## config.mk

```make
export PLATFORM = sky130hd
export DESIGN_NAME = tspm_device_flat
export DESIGN_NICKNAME = d
export VERILOG_FILES = /design/src/hdl/tspm_pkg.sv /design/src/hdl/tspm_if.sv /design/src/hdl/tspm_device.sv /design/src/flat_wrapper.sv
export SDC_FILE = /design/constraint.sdc
export NUM_CORES = 1
export LEC_CHECK = 0
export BUFFER_PORTS_ARGS = -buffer_cell sky130_fd_sc_hd__buf_2
export CAP_MARGIN = 0
export CORE_ASPECT_RATIO = 0.5
export CORE_MARGIN = 1
export CORE_UTILIZATION = 54
export CTS_CLUSTER_DIAMETER = 150
export DETAILED_ROUTE_END_ITERATION = 8
export GPL_TIMING_DRIVEN = 0
export PLACE_DENSITY = 0.82
export SYNTH_ARGS = -nofsm -noshare
export SYNTH_HDL_FRONTEND = slang
export SYNTH_SLANG_ARGS = --single-unit
```

## constraint.sdc

```tcl
create_clock -name clk_i -period 4 [get_ports clk_i]
set_clock_uncertainty 0.15 [all_clocks]
set_input_delay 0.8 -clock clk_i [delete_from_list [all_inputs] [get_ports clk_i]]
set_output_delay 0.8 -clock clk_i [all_outputs]
set_load 0.01 [all_outputs]
```

## src/hdl/tspm_pkg.sv

```systemverilog
// Shared constants and types for the set-point mode register block
// *****************************************************************
// What this block does
// - Address 0x0d control, 0x0e dq reference
// - Control bit 0 enters command bus training
// - Training with clock-enable low echoes address lines
// - Controller raises clock-enable before clearing training
// - Control bit 1 enables read preamble training
// - Reference output shows active set point only
// - Control bit 3 selects fast reference response
// - Refresh option needs capability bit set
// - Option zero reports 011b for 001b/010b
// - Controller follows reported refresh rate field; tspm_ctrl here does not read it
// - Mask disable set forbids masked writes
// - Bit 6 picks set point written
// - Bit 7 picks set point operating
// - Both selectors default to set point 0
// - Level code 0 to 50 only
// - Bit 6 range select, range 1 default
// - Read returns eight bits, bit 7 zero
// - Dq reference access follows write selector
// - Operate only from active set point copy
// - Range bit held until rewrite or reset
// - Controller writes range with level code
// *****************************************************************
package tspm_pkg;
    localparam logic [5:0] TSPM_ADDR_CTRL    = 6'h0d;
    localparam logic [5:0] TSPM_ADDR_DQREF   = 6'h0e;
    localparam int         TSPM_BIT_TRAIN    = 0;
    localparam int         TSPM_BIT_PREAMBLE = 1;
    localparam int         TSPM_BIT_REFOUT   = 2;
    localparam int         TSPM_BIT_FASTREF  = 3;
    localparam int         TSPM_BIT_RATEOPT  = 4;
    localparam int         TSPM_BIT_MASKDIS  = 5;
    localparam int         TSPM_BIT_WRSEL    = 6;
    localparam int         TSPM_BIT_OPSEL    = 7;
    localparam int         TSPM_BIT_RANGE    = 6;
    localparam logic [7:0] TSPM_CTRL_RESET   = 8'h00;
    localparam logic [7:0] TSPM_DQREF_RESET  = 8'h4d;
    localparam logic [5:0] TSPM_LEVEL_MAX    = 6'h32;
    localparam logic [2:0] TSPM_RATE_A       = 3'h1;
    localparam logic [2:0] TSPM_RATE_B       = 3'h2;
    localparam logic [2:0] TSPM_RATE_SUB     = 3'h3;
    // Controller register offsets on the Wishbone side
    localparam logic [3:0] TSPM_WB_CMD       = 4'h0;
    localparam logic [3:0] TSPM_WB_STATUS    = 4'h4;
    localparam logic [3:0] TSPM_WB_RDATA     = 4'h8;
    localparam logic [1:0] TSPM_OP_NONE      = 2'h0;
    localparam logic [1:0] TSPM_OP_MRW       = 2'h1;
    localparam logic [1:0] TSPM_OP_MRR       = 2'h2;
    localparam logic [1:0] TSPM_OP_MWR       = 2'h3;

    // Drop reserved level codes so they never reach the reference
    function automatic logic tspm_level_ok(input logic [7:0] v);
        return v[5:0] <= TSPM_LEVEL_MAX;
    endfunction : tspm_level_ok
endpackage : tspm_pkg

```

## src/hdl/tspm_if.sv

```systemverilog
// Command link between controller and mode register block
interface tspm_if;
    logic       cmd_valid;
    logic [1:0] cmd_op;
    logic [5:0] cmd_addr;
    logic [7:0] cmd_data;
    logic       cke;
    logic [5:0] ca;
    logic       rd_valid;
    logic [7:0] dq;

    modport dev (input cmd_valid, cmd_op, cmd_addr, cmd_data, cke, ca,
                 output rd_valid, dq);
    modport ctl (output cmd_valid, cmd_op, cmd_addr, cmd_data, cke, ca,
                 input rd_valid, dq);
endinterface : tspm_if

```

## src/hdl/tspm_device.sv

```systemverilog
// Device end: control and dq reference mode registers
module tspm_device
    import tspm_pkg::*;
(
    input  wire logic       clk_i,
    input  wire logic       rst_i,
    tspm_if.dev             link,
    input  wire logic       cap_rate_opt_i,
    input  wire logic [2:0] raw_rate_i,
    output logic            cmd_training_o,
    output logic            preamble_training_o,
    output logic            reference_output_o,
    output logic            fast_response_o,
    output logic            data_mask_disable_o,
    output logic            operating_sp_o,
    output logic [6:0]      active_dq_ref_o,
    output logic [2:0]      refresh_rate_o,
    output logic            masked_write_err_o
);
    import tspm_pkg::*;

    logic [7:0] ctrl_q;
    logic [6:0] dqref_q [2];
    logic       wsel;
    logic       wr_ctrl;
    logic       wr_dq;
    logic [2:0] rate_d;

    assign wsel    = ctrl_q[TSPM_BIT_WRSEL];
    assign wr_ctrl = link.cmd_valid && link.cmd_op == TSPM_OP_MRW
                     && link.cmd_addr == TSPM_ADDR_CTRL;
    assign wr_dq   = link.cmd_valid && link.cmd_op == TSPM_OP_MRW
                     && link.cmd_addr == TSPM_ADDR_DQREF;

    // Control register; training with clock-enable low blocks mode register writes
    always_ff @(posedge clk_i)
    begin
        if (rst_i)
            ctrl_q <= TSPM_CTRL_RESET;
        else if (wr_ctrl && !(ctrl_q[TSPM_BIT_TRAIN] && !link.cke))
            ctrl_q <= link.cmd_data;
    end

    // Two set-point copies, written through the write selector
    always_ff @(posedge clk_i)
    begin
        if (rst_i)
        begin
            dqref_q[0] <= TSPM_DQREF_RESET[6:0];
            dqref_q[1] <= TSPM_DQREF_RESET[6:0];
        end
        else if (wr_dq && !(ctrl_q[TSPM_BIT_TRAIN] && !link.cke)
                 && tspm_level_ok(link.cmd_data))
            dqref_q[wsel] <= link.cmd_data[6:0];
    end

    // Read path; training echo takes the bus while clock-enable is low
    always_ff @(posedge clk_i)
    begin
        if (rst_i)
        begin
            link.rd_valid <= 1'b0;
            link.dq       <= 8'h00;
        end
        else if (ctrl_q[TSPM_BIT_TRAIN] && !link.cke)
        begin
            link.rd_valid <= 1'b1;
            link.dq       <= {2'b00, link.ca};
        end
        else if (link.cmd_valid && link.cmd_op == TSPM_OP_MRR
                 && link.cmd_addr == TSPM_ADDR_DQREF)
        begin
            link.rd_valid <= 1'b1;
            link.dq       <= {1'b0, dqref_q[wsel]};
        end
        else
        begin
            link.rd_valid <= 1'b0;
            link.dq       <= 8'h00;
        end
    end

    // Refresh report substitution
    always_comb
    begin
        rate_d = raw_rate_i;
        if (cap_rate_opt_i && !ctrl_q[TSPM_BIT_RATEOPT]
            && (raw_rate_i == TSPM_RATE_A || raw_rate_i == TSPM_RATE_B))
            rate_d = TSPM_RATE_SUB;
    end

    // Registered outputs for the rest of the device
    always_ff @(posedge clk_i)
    begin
        if (rst_i)
        begin
            cmd_training_o      <= 1'b0;
            preamble_training_o <= 1'b0;
            reference_output_o  <= 1'b0;
            fast_response_o     <= 1'b0;
            data_mask_disable_o <= 1'b0;
            operating_sp_o      <= 1'b0;
            active_dq_ref_o     <= TSPM_DQREF_RESET[6:0];
            refresh_rate_o      <= 3'h0;
            masked_write_err_o  <= 1'b0;
        end
        else
        begin
            cmd_training_o      <= ctrl_q[TSPM_BIT_TRAIN];
            preamble_training_o <= ctrl_q[TSPM_BIT_PREAMBLE];
            reference_output_o  <= ctrl_q[TSPM_BIT_REFOUT];
            fast_response_o     <= ctrl_q[TSPM_BIT_FASTREF];
            data_mask_disable_o <= ctrl_q[TSPM_BIT_MASKDIS];
            operating_sp_o      <= ctrl_q[TSPM_BIT_OPSEL];
            active_dq_ref_o     <= dqref_q[ctrl_q[TSPM_BIT_OPSEL]];
            refresh_rate_o      <= rate_d;
            masked_write_err_o  <= link.cmd_valid && link.cmd_op == TSPM_OP_MWR
                                   && ctrl_q[TSPM_BIT_MASKDIS];
        end
    end
endmodule : tspm_device

```

## src/flat_wrapper.sv

```systemverilog
// flat-port wrapper written by rule: the top's interface ports become plain ports
module tspm_device_flat import tspm_pkg::*;
  (clk_i, rst_i, cap_rate_opt_i, raw_rate_i, cmd_training_o, preamble_training_o, reference_output_o, fast_response_o, data_mask_disable_o, operating_sp_o, active_dq_ref_o, refresh_rate_o, masked_write_err_o, link_cmd_valid, link_cmd_op, link_cmd_addr, link_cmd_data, link_cke, link_ca, link_rd_valid, link_dq);
  tspm_if link_i ();
  input  wire logic clk_i;
  input  wire logic rst_i;
  input  wire logic cap_rate_opt_i;
  input  wire logic [2:0] raw_rate_i;
  output logic cmd_training_o;
  output logic preamble_training_o;
  output logic reference_output_o;
  output logic fast_response_o;
  output logic data_mask_disable_o;
  output logic operating_sp_o;
  output logic [6:0] active_dq_ref_o;
  output logic [2:0] refresh_rate_o;
  output logic masked_write_err_o;
  input wire logic [$bits(link_i.cmd_valid)-1:0] link_cmd_valid;
  input wire logic [$bits(link_i.cmd_op)-1:0] link_cmd_op;
  input wire logic [$bits(link_i.cmd_addr)-1:0] link_cmd_addr;
  input wire logic [$bits(link_i.cmd_data)-1:0] link_cmd_data;
  input wire logic [$bits(link_i.cke)-1:0] link_cke;
  input wire logic [$bits(link_i.ca)-1:0] link_ca;
  output wire logic [$bits(link_i.rd_valid)-1:0] link_rd_valid;
  output wire logic [$bits(link_i.dq)-1:0] link_dq;
  assign link_i.cmd_valid = link_cmd_valid;
  assign link_i.cmd_op = link_cmd_op;
  assign link_i.cmd_addr = link_cmd_addr;
  assign link_i.cmd_data = link_cmd_data;
  assign link_i.cke = link_cke;
  assign link_i.ca = link_ca;
  assign link_rd_valid = link_i.rd_valid;
  assign link_dq = link_i.dq;
  tspm_device u_core (.clk_i(clk_i), .rst_i(rst_i), .link(link_i), .cap_rate_opt_i(cap_rate_opt_i), .raw_rate_i(raw_rate_i), .cmd_training_o(cmd_training_o), .preamble_training_o(preamble_training_o), .reference_output_o(reference_output_o), .fast_response_o(fast_response_o), .data_mask_disable_o(data_mask_disable_o), .operating_sp_o(operating_sp_o), .active_dq_ref_o(active_dq_ref_o), .refresh_rate_o(refresh_rate_o), .masked_write_err_o(masked_write_err_o));
endmodule
```

* Yosys cells after proc, flatten, opt, wreduce, memory -nomap -nowiden
Memories as Yosys holds them, arrays and structs flattened. A register that Yosys moved wholly into a read port is not among the register bits.
Cells that the tools add are included.
** Cells by class
- Order comparisons :: 1
- Reductions and logical operators :: 21
- Equality and inequality tests :: 7
- Muxes and demuxes :: 15
- Bitwise logic cells :: 1
** Operators with widths (number)
- $logic_and 1x1->1 :: 13
- $eq 6x4->1 const B :: 2
- $mux 6 :: 2
- $mux 1 :: 11
- $mux 7 :: 1
- $reduce_or 7->1 :: 1
- $le 6x6->1 const B :: 1
- $eq 2x2->1 const B :: 2
- $reduce_or 2->1 :: 2
- $eq 3x1->1 const B :: 1
- $eq 3x2->1 const B :: 1
- $logic_not 1->1 :: 3
- $reduce_or 3->1 :: 1
- $eq 2x1->1 const B :: 1
- $mux 2 :: 1
- $logic_or 1x1->1 :: 1
- $not 1->1 :: 1
** Storage, ports and cells
- Memories kept :: 1
- Bits in registers :: 27
- Input bits :: 30
- Bits in writable memories :: 14
- Output and inout bits :: 26
** Memory list
- u_core.dqref_q :: words 2, bits a word 7, read ports 2, clocked after memory_dff 2, write ports 2, line tspm_device.sv:23 : logic [6:0] dqref_q [2];

* Logic depth before layout (Yosys ltp)
- Depth in word-level cells :: 10
- Mapped depth :: 5
- Mapped depth without buffers :: 5

* Worst setup path after synthesis
OpenSTA, ideal clock, no wires.
- Path type :: input port to flip-flop
- Start point :: in link_cmd_addr[4]
- End point :: mem u_core.dqref_q[0][0], enable pin
- Stages on the path :: 3
- Data required time :: 3.467 ns
- Arrival :: 2.002 ns
- Slack :: 1.465 ns
- Path through :: and4bb_4 o2111ai_4 o31ai_1
** RTL lines
- start: declaration :: line flat_wrapper.sv:20 : input wire logic [$bits(link_i.cmd_addr)-1:0] link_cmd_addr;
- end: declaration :: line tspm_device.sv:23

==> out/results.ini <==
[logic_synthesis]
synth_ff_type = dfxtp_1
synth_top_area_cell = dfxtp_1
synth.avg_cell_area_um2 = 11.4
ys_seq_area_share_pct = 57.4
synth_edf_count = 14
synthArstFlopShare_pct = 0
synth_area_um2 = 1920
postSynthCellCount = 168
yosys_register_bits = 48
synth_nets = 198
yosys_warnings = 0
ys_types = 31
synthTopCellsByArea = dfxtp_1 (36%), edfxtp_1 (22%), mux2i_1 (8.9%)
synth_top_area_share_pct = 35.5

[clocking]
cts_resized = 0
holdBufCountCts = 0
clock_sink_count = 48
cts_tree = built
htreeDepth = 2
max-clock-path-buffers = 2
clk_transition_reported_paths_ps = 90
root_buffer = clkbuf_8
cts_buffers = 5
clock_latency_ps = 300
cts_setup_buffers = 0

[job]
maxCapViolCount = 0

[cells_and_area]
final_cells = 278
layout-drive-gt1-share_pct = 33.0
layout_commonest_cell = buf_2
fin_area_um2 = 2360
insertedDiodeCount = 0
final_cell_mix = buf_2 (54), dfxtp_1 (34), nand2_1 (22)
fillers = 241
nets = 259
fin_util_pct = 74.1
syn_to_final_growth_pct = 23.2

[sta]
holdWs_ps = 324
layout_min_cycle_time_ps = 2570
rsz0062_at_grt = no
finalSetupViolCount = 0
max_freq_ghz = 0.389
maxSlewViolCount = 0
layout_setup_ws_ps = 1430
slew_headroom_pct = 32.2
hold_violations = 0
finalSetupTns_ps = 0
fin_crit_sh_pct = 64.3
worstMarginPinSlew_ps = 1010

[hold_path]
hp-class = reg2reg

[global_route]
grt_pass1_wl_um = 6210
antenna_found_initial = 0
grt_pass1_vias = 1376
grt_start_max_net_pins = 17
grt_usage_pct = 22.4
overflow = 0

[detailed_routing]
wl_per_cell_um = 14.5
antenna_left = 0
first_pass_iters = 5
drt_iter0_markers = 124
wl_um = 4020
via_per_inst = 5.42
drc = 0
vias = 1508

[die]
rows = 14
start_util_pct = 60.1
coreArea_um2 = 3190
die_h_um = 44.1
dieArea_um2 = 3810
die_w_um = 86.3
io_pins = 56

[pwr]
ir_worst_vdd_uv = 309
p_sw_share_pct = 22.3
pwr-share-clk_pct = 38.2
p_comb_share_pct = 6.8
power.total_mw = 0.932
switchingPower_mw = 0.208
power.density_nw_per_um2 = 395
p_leak_nw = 0.942
seqPwrFrac_pct = 55.0
p_int_mw = 0.724

[critical_path]
worstSetupStartpointType = input pin
cp-end-kind = flip-flop
crit_type = in2reg
critical_path_buf_inv_count = 1
cp.arrival_ps = 2350
critPathMaxFanout = 10
crit_chain = buf_2 -> nand4b_1 -> o31ai_1
critPathRequiredTime_ps = 3780
cp_slowest_cell = o31ai_1
cp_top_family = compound AO/OA/AOI/OAI gates
critical-path-max-stage-delay_ps = 990

[place]
place.gp.congestion = 0.878
place_hpwl_um = 2990
dp_slack_ps = 1120
dp.cells = 270
port_buffers = 54
placed_area_um2 = 2250

[outcome]
outcome = finished, final reports clean

[sequential cells by signal, indices dropped and copies added (netlist names), named ones only]
register / count
u_core.dqref_q: 14
u_core.ctrl_q: 8
u_core.active_dq_ref_o: 7
u_core.link.dq: 7
u_core.refresh_rate_o: 3
u_core.cmd_training_o: 1
u_core.data_mask_disable_o: 1
u_core.fast_response_o: 1
u_core.link.rd_valid: 1
u_core.masked_write_err_o: 1
u_core.operating_sp_o: 1
u_core.preamble_training_o: 1
u_core.reference_output_o: 1
[cells by family after synthesis]
logic type | Yosys count | share of synthesized area [%]
buf+inv | 14 | 3.33
mux | 22 | 11.8
flops | 48 | 57.4
simple gates | 69 | 20.6
compound gates | 14 | 6.59
other cells | 1 | 0.196
[layer usage]
metal	global-route usage [%]	up-vias	wire length, µm	part of all wire [%]
met3	6.53	11	414	10
met1	30.8	685	1850	46
met5	0	-	0	0
met2	34.3	93	1720	43
li1	-	719	-	-
met4	8.67	0	36	0.89
[worst register-to-register path, stage by stage, from the launching register on]
cell       delay [ps]
dfxtp_1           320
or2b_4            240
o2111ai_4         200
o31ai_1           860
[layout make-up]
cell class | count | area, µm² | share of cell area (%)
plain buffers | 8 | 41.3 | 1.75
multi-input cells | 106 | 752 | 31.8
clock buffers | 5 | 68.8 | 2.91
inverters | 6 | 22.5 | 0.953
well taps | 48 | 60.1 | 2.54
clock inverters | 3 | 46.3 | 1.96
repair buffers | 54 | 270 | 11.4
flip-flops and latches | 48 | 1100 | 46.6
[synth_stat cells, types with 2 or more instances]
cell type / instances
nand4b_1: 5
mux2i_1: 17
or4_1: 3
clkbuf_1: 4
mux2_2: 5
and4b_1: 2
nor3b_1: 2
nor4_1: 3
nand3_1: 4
nor2b_1: 10
nand2_1: 22
dfxtp_1: 34
nor2_1: 9
a21oi_1: 3
o31ai_1: 7
inv_1: 6
nor3_1: 4
buf_1: 2
edfxtp_1: 14
[power groups by stage]
stage | clock, mW | sequential (mW) | combinational, mW
2_1_floorplan | 0 | 0.527 | 0.0275
3_3_place_gp | 0 | 0.524 | 0.0602
3_5_place_dp | 0 | 0.525 | 0.0622
4_1_cts | 0.361 | 0.513 | 0.0626
5_1_grt | 0.385 | 0.514 | 0.0692
6_report | 0.356 | 0.513 | 0.0630
[path summary, 6_finish.rpt]
check                   start                         to  slack, ps  cells past startpoint
min          u_core.ctrl_q[2]  u_core.reference_output_o        320                      1
min reg2reg  u_core.ctrl_q[2]  u_core.reference_output_o        320                      1
max reg2reg  u_core.ctrl_q[0]       u_core.dqref_q[0][3]       1860                      3
max          link_cmd_addr[0]       u_core.dqref_q[0][3]       1430                      3
Note: power is estimated with default switching activity, not from simulation.
